### src/core/timer_pkg.sv
// ----------------------------------------------------------------------
// Operation
// - timers 0 and 1 share a 10-bit prescaler with taps 8, 64, 256, 1024
// - timers 0 and 1 may also pick undivided clock, external pin, or stop
// - writing one to the shared reset bit clears the shared prescaler
// - shared reset bit self-clears, writing zero does nothing, reads zero
// - timer 2 prescaler runs on cpu clock unless async select is set
// - async select detaches both oscillator pins from general port use
// - timer 2 prescaler taps are 8, 32, 64, 128, 256 and 1024
// - writing one to timer 2 reset bit clears its prescaler, zero ignored
// - timer 2 reset bit reads zero in sync mode, one until done in async
// - upper six bits of the prescaler reset register read zero
// - timer 0 external pin is synchronised on rising cpu clock edges
// - overflow and compare flags share one flag register, enables one mask
// - control register holds force, pwm, mode[1:0], clear, select[2:0]
// - writing force applies the compare output action as if matched
// - force written with new mode uses the old mode
// - force raises no compare flag and never clears the counter
// - force bit reads zero and is ignored in pwm mode
// - pwm enable bit switches the timer into pwm operation
// - timer 0 select: stop, clk, 8, 64, 256, 1024, pin fall, pin rise
// - timer 2 select: stop, input, 8, 32, 64, 128, 256, 1024
// - outside pwm, mode 00 off, 01 toggle, 10 clear, 11 set on match
// ----------------------------------------------------------------------
`default_nettype none

package timer_pkg;

  // ----------------------------------------------------------------------
  // register map
  // ----------------------------------------------------------------------
  localparam logic [7:0] T2_CTRL_ADDR  = 8'h27;
  localparam logic [7:0] T0_CTRL_ADDR  = 8'h33;
  localparam logic [7:0] PSR_ADDR      = 8'h30;
  localparam logic [7:0] ASYNC_ADDR    = 8'h22;
  localparam logic [7:0] FLAG_ADDR     = 8'h38;
  localparam logic [7:0] MASK_ADDR     = 8'h39;

  localparam int SHARED_RST_POS = 0;
  localparam int T2_RST_POS     = 1;
  localparam int ASYNC_SEL_POS  = 0;
  localparam int FORCE_POS      = 7;
  localparam int OVF_POS        = 0;
  localparam int CMP_POS        = 2;

  localparam logic [7:0] CTRL_RESET  = 8'h00;
  localparam logic [3:0] FLAG_RESET  = 4'h0;
  localparam logic [3:0] MASK_RESET  = 4'h0;

  // ----------------------------------------------------------------------
  // prescalers and selects
  // ----------------------------------------------------------------------
  localparam int PRESCALE_W = 10;
  localparam int T0_TAP_LOG2 [4] = '{3, 6, 8, 10};
  localparam int T2_TAP_LOG2 [6] = '{3, 5, 6, 7, 8, 10};

  localparam logic [2:0] CS_STOP     = 3'h0;
  localparam logic [2:0] CS_DIRECT   = 3'h1;
  localparam logic [2:0] CS_TAP_BASE = 3'h2;
  localparam logic [2:0] CS_EXT_FALL = 3'h6;
  localparam logic [2:0] CS_EXT_RISE = 3'h7;

  localparam logic [1:0] COM_OFF    = 2'h0;
  localparam logic [1:0] COM_TOGGLE = 2'h1;
  localparam logic [1:0] COM_CLEAR  = 2'h2;
  localparam logic [1:0] COM_SET    = 2'h3;

  typedef struct packed {
    logic       force_cmp;
    logic       pwm;
    logic [1:0] mode;
    logic       ctc;
    logic [2:0] cs;
  } ctrl_type;

endpackage : timer_pkg

`default_nettype wire

### src/core/sync_two_stage.sv
`timescale 1ns/1ps
`default_nettype none

module sync_two_stage #(
  parameter int WIDTH = 1
) (
  input  wire logic             i_clk_sys,
  input  wire logic             i_rst_b,
  input  wire logic [WIDTH-1:0] i_async,
  output var  logic [WIDTH-1:0] o_sync
);

  logic [WIDTH-1:0] meta_q;

  // meta_q feeds only the second stage
  always_ff @(posedge i_clk_sys or negedge i_rst_b) begin
    if (!i_rst_b) begin
      meta_q <= '0;
      o_sync <= '0;
    end else begin
      meta_q <= i_async;
      o_sync <= meta_q;
    end
  end

endmodule : sync_two_stage

`default_nettype wire

### src/core/timer_prescaler_control.sv
// Our own choice: the address-and-strobe port.
`timescale 1ns/1ps
`default_nettype none

module timer_prescaler_control #(
  parameter int PRESCALE_W = timer_pkg::PRESCALE_W
) (
  input  wire logic       i_clk_sys,
  input  wire logic       i_rst_b,
  input  wire logic [7:0] i_addr,
  input  wire logic [7:0] i_wdata,
  input  wire logic       i_wr,
  input  wire logic       i_rd,
  input  wire logic       i_t0_ext_clock_pin,
  input  wire logic       i_osc_input_pin,
  input  wire logic [1:0] i_compare_match,
  input  wire logic [1:0] i_overflow,
  output var  logic [7:0] o_rdata,
  output var  logic [1:0] o_count_en,
  output var  logic [1:0] o_counter_clear,
  output var  logic [1:0] o_compare_out,
  output var  logic [1:0] o_compare_oe,
  output var  logic [1:0] o_pwm_mode,
  output var  logic       o_osc_pins_detach
);

  // ----------------------------------------------------------------------
  // decode and pin synchronisers
  // ----------------------------------------------------------------------
  timer_pkg::ctrl_type   ctrl_q [2];
  logic [1:0]            wr_ctrl;
  logic                  wr_psr;
  logic                  wr_async;
  logic                  wr_flag;
  logic                  wr_mask;
  logic [1:0]            pins_s;
  logic                  t0_s;
  logic                  osc_s;
  logic                  t0_prev_q;
  logic                  osc_prev_q;
  logic                  t0_rise;
  logic                  t0_fall;

  assign wr_ctrl[0] = i_wr && (i_addr == timer_pkg::T0_CTRL_ADDR);
  assign wr_ctrl[1] = i_wr && (i_addr == timer_pkg::T2_CTRL_ADDR);
  assign wr_psr     = i_wr && (i_addr == timer_pkg::PSR_ADDR);
  assign wr_async   = i_wr && (i_addr == timer_pkg::ASYNC_ADDR);
  assign wr_flag    = i_wr && (i_addr == timer_pkg::FLAG_ADDR);
  assign wr_mask    = i_wr && (i_addr == timer_pkg::MASK_ADDR);

  sync_two_stage #(
    .WIDTH (2)
  ) u_pin_sync (
    .i_clk_sys (i_clk_sys),
    .i_rst_b   (i_rst_b),
    .i_async   ({i_osc_input_pin, i_t0_ext_clock_pin}),
    .o_sync    (pins_s)
  );

  assign t0_s  = pins_s[0];
  assign osc_s = pins_s[1];

  always_ff @(posedge i_clk_sys or negedge i_rst_b) begin
    if (!i_rst_b) begin
      t0_prev_q  <= 1'b0;
      osc_prev_q <= 1'b0;
    end else begin
      t0_prev_q  <= t0_s;
      osc_prev_q <= osc_s;
    end
  end

  // one enable per selected edge, never per level
  assign t0_rise = t0_s && !t0_prev_q;
  assign t0_fall = !t0_s && t0_prev_q;

  // ----------------------------------------------------------------------
  // control registers
  // ----------------------------------------------------------------------
  always_ff @(posedge i_clk_sys or negedge i_rst_b) begin
    if (!i_rst_b) begin
      ctrl_q[0] <= timer_pkg::ctrl_type'(timer_pkg::CTRL_RESET);
      ctrl_q[1] <= timer_pkg::ctrl_type'(timer_pkg::CTRL_RESET);
    end else begin
      for (int t = 0; t < 2; t++) begin
        if (wr_ctrl[t]) begin
          // the force bit is never stored, so it reads back zero
          ctrl_q[t] <= timer_pkg::ctrl_type'({1'b0, i_wdata[6:0]});
        end
      end
    end
  end

  // ----------------------------------------------------------------------
  // shared prescaler for timers 0 and 1
  // ----------------------------------------------------------------------
  logic [PRESCALE_W-1:0] psc0_q;
  logic [3:0]            tap0;
  logic                  shared_rst;

  assign shared_rst = wr_psr && i_wdata[timer_pkg::SHARED_RST_POS];

  // a zero write leaves the count alone; the bit is a strobe only
  always_ff @(posedge i_clk_sys or negedge i_rst_b) begin
    if (!i_rst_b) begin
      psc0_q <= '0;
    end else if (shared_rst) begin
      psc0_q <= '0;
    end else begin
      psc0_q <= psc0_q + 1'b1;
    end
  end

  for (genvar g = 0; g < 4; g++) begin : g_tap0
    localparam logic [PRESCALE_W-1:0] MASK =
      PRESCALE_W'((1 << timer_pkg::T0_TAP_LOG2[g]) - 1);
    assign tap0[g] = ((psc0_q & MASK) == MASK);
  end

  // ----------------------------------------------------------------------
  // timer 2 prescaler, fed by cpu clock or the oscillator pin
  // ----------------------------------------------------------------------
  logic                  async_q;
  logic                  t2_pending_q;
  logic                  t2_in_tick;
  logic                  t2_rst_req;
  logic [PRESCALE_W-1:0] psc2_q;
  logic [5:0]            tap2;

  always_ff @(posedge i_clk_sys or negedge i_rst_b) begin
    if (!i_rst_b) begin
      async_q <= 1'b0;
    end else if (wr_async) begin
      async_q <= i_wdata[timer_pkg::ASYNC_SEL_POS];
    end
  end

  always_ff @(posedge i_clk_sys or negedge i_rst_b) begin
    if (!i_rst_b) begin
      o_osc_pins_detach <= 1'b0;
    end else begin
      o_osc_pins_detach <= async_q;
    end
  end

  // the oscillator is slower than cpu/4, so a sampled rising edge marks
  // exactly one oscillator period
  assign t2_in_tick = async_q ? (osc_s && !osc_prev_q) : 1'b1;
  assign t2_rst_req = wr_psr && i_wdata[timer_pkg::T2_RST_POS];

  // in async mode the reset lands on the next oscillator tick; a new
  // request in that same cycle keeps the bit set
  always_ff @(posedge i_clk_sys or negedge i_rst_b) begin
    if (!i_rst_b) begin
      t2_pending_q <= 1'b0;
    end else if (t2_rst_req && async_q) begin
      t2_pending_q <= 1'b1;
    end else if (t2_in_tick || !async_q) begin
      t2_pending_q <= 1'b0;
    end
  end

  always_ff @(posedge i_clk_sys or negedge i_rst_b) begin
    if (!i_rst_b) begin
      psc2_q <= '0;
    end else if (t2_rst_req && !async_q) begin
      psc2_q <= '0;
    end else if (t2_in_tick) begin
      if (t2_pending_q) begin
        psc2_q <= '0;
      end else begin
        psc2_q <= psc2_q + 1'b1;
      end
    end
  end

  for (genvar g = 0; g < 6; g++) begin : g_tap2
    localparam logic [PRESCALE_W-1:0] MASK =
      PRESCALE_W'((1 << timer_pkg::T2_TAP_LOG2[g]) - 1);
    assign tap2[g] = t2_in_tick && ((psc2_q & MASK) == MASK);
  end

  // ----------------------------------------------------------------------
  // clock select decode
  // ----------------------------------------------------------------------
  logic [1:0] tick;
  logic [2:0] idx0;
  logic [2:0] idx2;

  assign idx0 = ctrl_q[0].cs - timer_pkg::CS_TAP_BASE;
  assign idx2 = ctrl_q[1].cs - timer_pkg::CS_TAP_BASE;

  always_comb begin
    tick = 2'h0;
    case (ctrl_q[0].cs)
      timer_pkg::CS_STOP:     tick[0] = 1'b0;
      timer_pkg::CS_DIRECT:   tick[0] = 1'b1;
      timer_pkg::CS_EXT_FALL: tick[0] = t0_fall;
      timer_pkg::CS_EXT_RISE: tick[0] = t0_rise;
      default:                tick[0] = tap0[idx0[1:0]];
    endcase
    case (ctrl_q[1].cs)
      timer_pkg::CS_STOP:   tick[1] = 1'b0;
      timer_pkg::CS_DIRECT: tick[1] = t2_in_tick;
      default: begin
        tick[1] = (idx2 < 3'h6) ? tap2[idx2] : 1'b0;
      end
    endcase
  end

  always_ff @(posedge i_clk_sys or negedge i_rst_b) begin
    if (!i_rst_b) begin
      o_count_en <= 2'h0;
    end else begin
      o_count_en <= tick;
    end
  end

  // ----------------------------------------------------------------------
  // compare output, force and pwm
  // ----------------------------------------------------------------------
  for (genvar t = 0; t < 2; t++) begin : g_cmp
    logic force_hit;
    logic act;

    // force is a write strobe, ignored while pwm runs
    assign force_hit = wr_ctrl[t] && i_wdata[timer_pkg::FORCE_POS]
                       && !ctrl_q[t].pwm;
    assign act = !ctrl_q[t].pwm && (force_hit || i_compare_match[t]);

    // ctrl_q still holds the old mode in the write cycle
    always_ff @(posedge i_clk_sys or negedge i_rst_b) begin
      if (!i_rst_b) begin
        o_compare_out[t] <= 1'b0;
      end else if (act) begin
        case (ctrl_q[t].mode)
          timer_pkg::COM_TOGGLE: o_compare_out[t] <= !o_compare_out[t];
          timer_pkg::COM_CLEAR:  o_compare_out[t] <= 1'b0;
          timer_pkg::COM_SET:    o_compare_out[t] <= 1'b1;
          default:               o_compare_out[t] <= o_compare_out[t];
        endcase
      end
    end

    always_ff @(posedge i_clk_sys or negedge i_rst_b) begin
      if (!i_rst_b) begin
        o_compare_oe[t]    <= 1'b0;
        o_pwm_mode[t]      <= 1'b0;
        o_counter_clear[t] <= 1'b0;
      end else begin
        o_compare_oe[t] <= (ctrl_q[t].mode != timer_pkg::COM_OFF);
        o_pwm_mode[t]   <= ctrl_q[t].pwm;
        // only a real match clears the counter
        o_counter_clear[t] <= i_compare_match[t] && ctrl_q[t].ctc
                              && !ctrl_q[t].pwm;
      end
    end
  end

  // ----------------------------------------------------------------------
  // shared flag and mask registers
  // ----------------------------------------------------------------------
  logic [3:0] flags_q;
  logic [3:0] mask_q;
  logic [3:0] flag_set;

  // forced compares never reach the flag set term
  assign flag_set = {i_compare_match, i_overflow};

  always_ff @(posedge i_clk_sys or negedge i_rst_b) begin
    if (!i_rst_b) begin
      flags_q <= timer_pkg::FLAG_RESET;
    end else begin
      // write one clears; a new event in that cycle survives
      flags_q <= (flags_q & ~(wr_flag ? i_wdata[3:0] : 4'h0))
                 | flag_set;
    end
  end

  always_ff @(posedge i_clk_sys or negedge i_rst_b) begin
    if (!i_rst_b) begin
      mask_q <= timer_pkg::MASK_RESET;
    end else if (wr_mask) begin
      mask_q <= i_wdata[3:0];
    end
  end

  // ----------------------------------------------------------------------
  // read port, data valid only in the cycle after the strobe
  // ----------------------------------------------------------------------
  always_ff @(posedge i_clk_sys or negedge i_rst_b) begin
    if (!i_rst_b) begin
      o_rdata <= 8'h00;
    end else if (!i_rd) begin
      o_rdata <= 8'h00;
    end else begin
      case (i_addr)
        timer_pkg::T0_CTRL_ADDR: o_rdata <= {1'b0, ctrl_q[0][6:0]};
        timer_pkg::T2_CTRL_ADDR: o_rdata <= {1'b0, ctrl_q[1][6:0]};
        timer_pkg::PSR_ADDR:
          o_rdata <= {6'h00, t2_pending_q, 1'b0};
        timer_pkg::ASYNC_ADDR:   o_rdata <= {7'h00, async_q};
        timer_pkg::FLAG_ADDR:    o_rdata <= {4'h0, flags_q};
        timer_pkg::MASK_ADDR:    o_rdata <= {4'h0, mask_q};
        default:                 o_rdata <= 8'h00;
      endcase
    end
  end

  // ----------------------------------------------------------------------
  // assertions
  // ----------------------------------------------------------------------
  logic force_hit0;
  assign force_hit0 = g_cmp[0].force_hit && !i_compare_match[0];
endmodule : timer_prescaler_control

`default_nettype wire

### config.mk
export PLATFORM = sky130hd
export DESIGN_NAME = timer_prescaler_control
export DESIGN_NICKNAME = d
export VERILOG_FILES = /design/src/core/timer_pkg.sv /design/src/core/sync_two_stage.sv /design/src/core/timer_prescaler_control.sv
export SDC_FILE = /design/constraint.sdc
export NUM_CORES = 1
export LEC_CHECK = 0
export ABC_AREA = 1
export BUFFER_PORTS_ARGS = -buffer_cell sky130_fd_sc_hd__buf_2
export CAP_MARGIN = 20
export CORE_ASPECT_RATIO = 0.8
export CORE_UTILIZATION = 60
export DETAILED_ROUTE_END_ITERATION = 7
export PLACE_DENSITY = 0.93
export RECOVER_POWER = 50
export SLEW_MARGIN = 5
export SYNTH_ARGS = -nofsm -noshare
export SYNTH_HDL_FRONTEND = slang
export SYNTH_SLANG_ARGS = --single-unit
### constraint.sdc
create_clock -name i_clk_sys -period 2.3 [get_ports i_clk_sys]
set_input_delay 0.345 -clock i_clk_sys [delete_from_list [all_inputs] [get_ports i_clk_sys]]
set_output_delay 0.345 -clock i_clk_sys [all_outputs]
set_load 0.005 [all_outputs]
* Yosys cells after proc, flatten, opt, wreduce, memory -nomap -nowiden
Cells that the tools add are included.
Storage, ports and cells: flip-flop bits (word level) 69, input port bits 26, output and inout port bits 19, logic and storage cells 134
Cells by class: add/sub/neg operators 4, order comparisons 3, equal/unequal tests 26, multiplexer cells 19, bitwise logic cells 3, reductions and logical operators 50
Operator list (number):
- $eq 8x6->1 const B | 6
- $pmux 7 s6 | 1
- $mux 10 | 4
- $logic_and 1x1->1 | 29
- $add 10x1->10 const B | 2
- $eq 10x10->1 const B | 2
- $eq 8x8->1 const B | 2
- $eq 3x3->1 const B | 4
- $eq 6x6->1 const B | 2
- $eq 2x2->1 const B | 4
- $logic_not 1->1 | 8
- $mux 8 | 1
- $reduce_bool 2->1 | 4
- $eq 7x7->1 const B | 1
- $eq 3x1->1 const B | 2
- $logic_not 3->1 | 2
- $mux 1 | 6
- $pmux 1 s3 | 2
- $reduce_bool 3->1 | 2
- $eq 5x5->1 const B | 1
- $and 4x4->4 | 1
- $eq 2x1->1 const B | 2
- $lt 3x4->1 const B | 1
- $mux 4 | 1
- 12 further kinds | 15

* Logic depth before layout (Yosys ltp)
depth after elaboration 8, gate-level depth with buffers 10, mapped depth without buffers 10

* By module
A second synthesis with hierarchy kept.
Unflattened totals: cells, all modules 405, area, all modules 3264.4 um^2
Modules (own cells, without submodules):
- timer_prescaler_control | instances 1, cells an instance 401, area an instance 3164.3 um^2, seq. area each 1601.5 um^2
- sync_two_stage | instances 1, cells an instance 4, area an instance 100.1 um^2, seq. area each 100.1 um^2

* Least setup slack after synthesis
No wires, ideal clock.
path kind register -> register, start register psc2_q[0], end register o_count_en[1], library setup time 0.077 ns, data arrival time 1.361 ns, required time 2.223 ns, setup slack 0.862 ns, cell stages (with the launch flop) 11, path buffers 0, clock period less this slack 1.438 ns, path through dfrtp_1 > ha_1 > inv_1 > nor2_2 > ha_1 > nand2_1 > nand3b_1 > nand2_1 > a21oi_1 > nand2_1 > a21oi_1
On the way: word-level cells in the longest chain between the ends 6, elaborated cells on any way between the ends 16, those cells by class eq/ne: 6; mux: 4; reduce/logical: 6
RTL lines:
- start: declaration | RTL line timer_prescaler_control.sv:127 | logic [PRESCALE_W-1:0] psc2_q;
- start signal: assignment | RTL line timer_prescaler_control.sv:172 | psc2_q <= psc2_q + 1'b1;
- $eq 10x10->1 (tied with other cells) | RTL line timer_prescaler_control.sv:180 | assign tap2[g] = t2_in_tick && ((psc2_q & MASK) == MASK);
- $logic_and 1x1->1 | RTL line timer_prescaler_control.sv:180
- $bmux 1 s3 (*) | RTL line timer_prescaler_control.sv:206 | tick[1] = (idx2 < 3'h6) ? tap2[idx2] : 1'b0;
- $mux 1 (implied by the code) (*) | RTL line timer_prescaler_control.sv:206
- $mux 1 (*) | RTL line timer_prescaler_control.sv:206
- $pmux 1 s2 (*) | RTL line timer_prescaler_control.sv:202 | case (ctrl_q[1].cs)
- net tick[1] | RTL line timer_prescaler_control.sv:186 | logic [1:0] tick;
- end signal: assignment | RTL line timer_prescaler_control.sv:215 | o_count_en <= tick;
- end: declaration | RTL line timer_prescaler_control.sv:19 | output var logic [1:0] o_count_en,
Mark *: on every way through the listed nets, which the timed path passes. The rest lies on a longest branch. The select of a mux whose other input is x is not followed. A chain may end at the register's enable or synchronous reset.

* Worst setup path after layout
start register async_q, end register psc2_q[8]
On the way: word-level cells in the longest chain between the ends 3, elaborated cells on any way between the ends 5, those cells by class mux: 2; reduce/logical: 3
RTL lines:
- start: declaration | RTL line timer_prescaler_control.sv:123 | logic async_q;
- start signal: assignment | RTL line timer_prescaler_control.sv:134 | async_q <= i_wdata[timer_pkg::ASYNC_SEL_POS];
- $logic_not 1->1 | RTL line timer_prescaler_control.sv:166 | end else if (t2_rst_req && !async_q) begin
- $logic_and 1x1->1 | RTL line timer_prescaler_control.sv:166
- $mux 10 or $reduce_bool 2->1 (tied branches)
Several ways; a longest one is shown, not always the timed one.

==> results.py <==
metrics = {
    "outcome": {
        "run_status": "finished, final reports clean",
    },
    "sta": {
        "hold_ws_ps": 103,
        "rsz0062_at_grt": "false",
        "period_needed_ps": 1600,
        "min_period_over_period": 0.697,
        "fmax_mhz": 624,
        "finalSetupTns_ps": 0,
        "worst_clock_skew_ps": 8.93,
        "maxSlewViolCount": 0,
        "fin_ws_ps": 698,
        "slew_headroom": 0.0558,
        "worstMarginPinSlew_ps": 1420,
        "hold_viol_final": 0,
        "setup_viol": 0,
    },
    "placed_design": {
        "hpwl_um": 5430,
        "dp.cells": 523,
        "port_buffers": 43,
        "pre_cts_ws_ps": 699,
        "gp_congestion": 0.929,
    },
    "clock_tree": {
        "root_buffer": "clkbuf_8",
        "cts_hold_buf": 0,
        "cts_tree": "yes",
        "max-clock-path-buffers": 2,
        "post_cts_buffers": 0,
        "cts_made_buffers": 9,
        "path_clk_slew_ps": 70,
        "cts_resized": 0,
        "cts-htree-levels": 3,
        "clk_latency_ps": 350,
        "cts_sinks": 68,
    },
    "synthesis": {
        "synth_most_common_cell": "nand2_1",
        "synth_edf_count": 0,
        "netlist_top_cells_area": "dfrtp_1 50%, nand2_1 12%, inv_1 6.2%, nor2_1 4.1%, nand3_1 3.8%",
        "yosysSeqAreaShare": 0.503,
        "synth_top_family_by_area": "simple AND/OR/NAND/NOR gates",
        "synth_nets": 437,
        "netlist_instances": 405,
        "synth_warnings": 0,
        "ys_types": 36,
        "yosys.area_share.adder": 0.0222,
        "synth-seq-cells": 68,
        "synth_top_area_share": 0.503,
        "synthXorXnorAreaFrac": 0.0104,
        "synthFlopType": "dfrtp_1",
        "synth_simple_gate_area_share": 0.292,
        "avgSynthCellArea_um2": 8.36,
        "synth_compound_area_frac": 0.0906,
        "synth_top_area_cell": "dfrtp_1",
        "yosys-mux-area-fraction": 0,
        "netlist_area_um2": 3380,
        "ys_top_cells_by_count": "104 x nand2_1, 68 x dfrtp_1, 56 x inv_1",
        "postSynth.asyncResetShare": 1.00,
    },
    "final_layout": {
        "final_cells": 539,
        "multi_input_area_um2": 1410,
        "area_growth_pct": 14.3,
        "drive_gt1_frac": 0.208,
        "nNetsFinal": 488,
        "seq_area_um2": 1700,
        "diodes": 0,
        "nFillCells": 410,
    },
    "power_and_ir_drop": {
        "p_sw_uw": 959,
        "total_power_mw": 3.13,
        "clkPwrFrac": 0.317,
        "pwr-share-comb": 0.193,
        "vdd_drop_max_uv": 614,
        "seqPwrFrac": 0.490,
        "p_leak_nw": 1.97,
        "p_sw_frac": 0.307,
        "p_per_area_nw_per_um2": 808,
        "power.internal_mw": 2.17,
    },
    "detailed_routing": {
        "wl_um": 7300,
        "vias_per_cell": 5.34,
        "num_vias": 2878,
        "drtAntennaViolNets": 0,
        "dr.pass1.iters": 5,
        "drt_iter0_drc": 298,
        "drcViolationCount": 0,
        "wl_per_cell_um": 13.5,
    },
    "setup_path": {
        "cp_max_fo": 14,
        "critPathArrivalTime_ps": 1880,
        "cp-end-kind": "flip-flop",
        "start_kind": "flip-flop",
        "cp.required_ps": 2580,
        "setup.worst_path.class": "flip-flop to flip-flop",
    },
    "floorplanning": {
        "die_y_um": 69.2,
        "core_um2": 5440,
        "start_util": 0.623,
        "dieArea_um2": 5950,
        "num_rows": 24,
        "io_pins": 45,
        "dieWidth_um": 86.0,
    },
    "global_route": {
        "grt_pass1_wl_um": 12300,
        "grt_util_all_layers": 0.272,
        "grt_max_degree": 27,
        "grt_antenna_before_repair": 0,
        "grt.overflow.total": 0,
        "grt_pass1_vias": 2702,
    },
    "hold_path": {
        "hp-class": "primary input to flip-flop",
    },
    "job": {
        "drv_cap": 0,
    },
}
==> layout make-up <==
class | count | share of cell area
clock buffer | 12 | 0.0401
clock inverter | 4 | 0.0123
inverter | 60 | 0.0582
multi-input combinational | 271 | 0.364
sequential | 68 | 0.440
tap | 78 | 0.0252
timing repair buffer | 46 | 0.0605
==> power by group through the flow <==
stage / Combinational [mW] / Clock (mW) / Sequential, mW
2_1_floorplan: 0.418 / 0 / 1.51
3_3_place_gp: 0.558 / 0 / 1.54
3_5_place_dp: 0.600 / 0 / 1.55
4_1_cts: 0.608 / 1.00 / 1.53
5_1_grt: 0.699 / 1.05 / 1.56
6_report: 0.602 / 0.992 / 1.53
==> logic make-up (layout without fill, tap and decap cells) <==
family          after synthesis  count (layout)
xor+xnor                      4               4
buf+inv                      66             122
compound gates               52              52
simple gates                208             208
flops                        68              68
fa+ha+maj                     6               6
other cells                   1               1
==> sequential cells by signal, indices dropped and copies added (netlist names), 2 cells and up <==
name / count
o_compare_out: 2
o_pwm_mode: 2
mask_q: 4
psc2_q: 10
flags_q: 4
o_counter_clear: 2
ctrl_q: 14
u_pin_sync.o_sync: 2
o_rdata: 7
o_compare_oe: 2
psc0_q: 10
o_count_en: 2
u_pin_sync.meta_q: 2
==> worst max-delay path, cell delays in order, from the launching register on <==
cell and delay, ps:
dfrtp_1 400, inv_1 130, a21oi_1 70, buf_4 170
inv_1 300, nand3_1 170, xor2_1 170, a21oi_1 120
==> placed cells by master (no fill, tap or decap), types with 2 or more instances in the layout <==
master,count
nor2_4,3
dfrtp_1,68
xor2_1,4
buf_4,2
inv_1,56
o22ai_1,2
inv_2,4
o21ai_1,13
nor2_2,4
or2_2,2
o21ai_2,4
o21a_1,4
clkbuf_8,11
nand4_2,2
nand2_2,8
a21oi_2,3
o21ai_0,7
nand3b_1,4
a21oi_1,16
buf_2,42
nor3_1,5
clkinv_2,2
nand2_1,104
nor2_1,37
ha_1,6
nand3_1,26
clkbuf_1,2
nand4_1,7
nor3_2,2
==> stage by stage <==
| step | area (um2) | utilization |
|---|---|---|
| final | 3870 | 0.712 |
| after CTS | 3870 | 0.713 |
| after global routing | 3870 | 0.712 |
| after detailed placement | 3670 | 0.675 |
| after global placement | 3670 | 0.675 |
| after floorplan | 3380 | - |
==> routing by layer <==
metal,share of wire,global-route usage,up-vias
met3,0.072,0.0869,29
li1,-,-,1391
met1,0.41,0.340,1326
met4,0.031,0.119,0
met2,0.49,0.437,132
met5,0,0,-
==> worst paths after layout <==
check / depth (start not counted) / endpoint / slack [ps] / from
min in group asynchronous: 1 / o_compare_out[1] / 310 / i_rst_b
max reg2reg: 7 / psc2_q[8] / 700 / async_q
max in group asynchronous: 2 / mask_q[1] / 830 / i_rst_b
max: 7 / psc2_q[8] / 700 / async_q
min: 1 / u_pin_sync.meta_q[1] / 100 / i_osc_input_pin
min reg2reg: 0 / u_pin_sync.o_sync[0] / 350 / u_pin_sync.meta_q[0]
No activity file was read; power rests on OpenSTA's default activity.
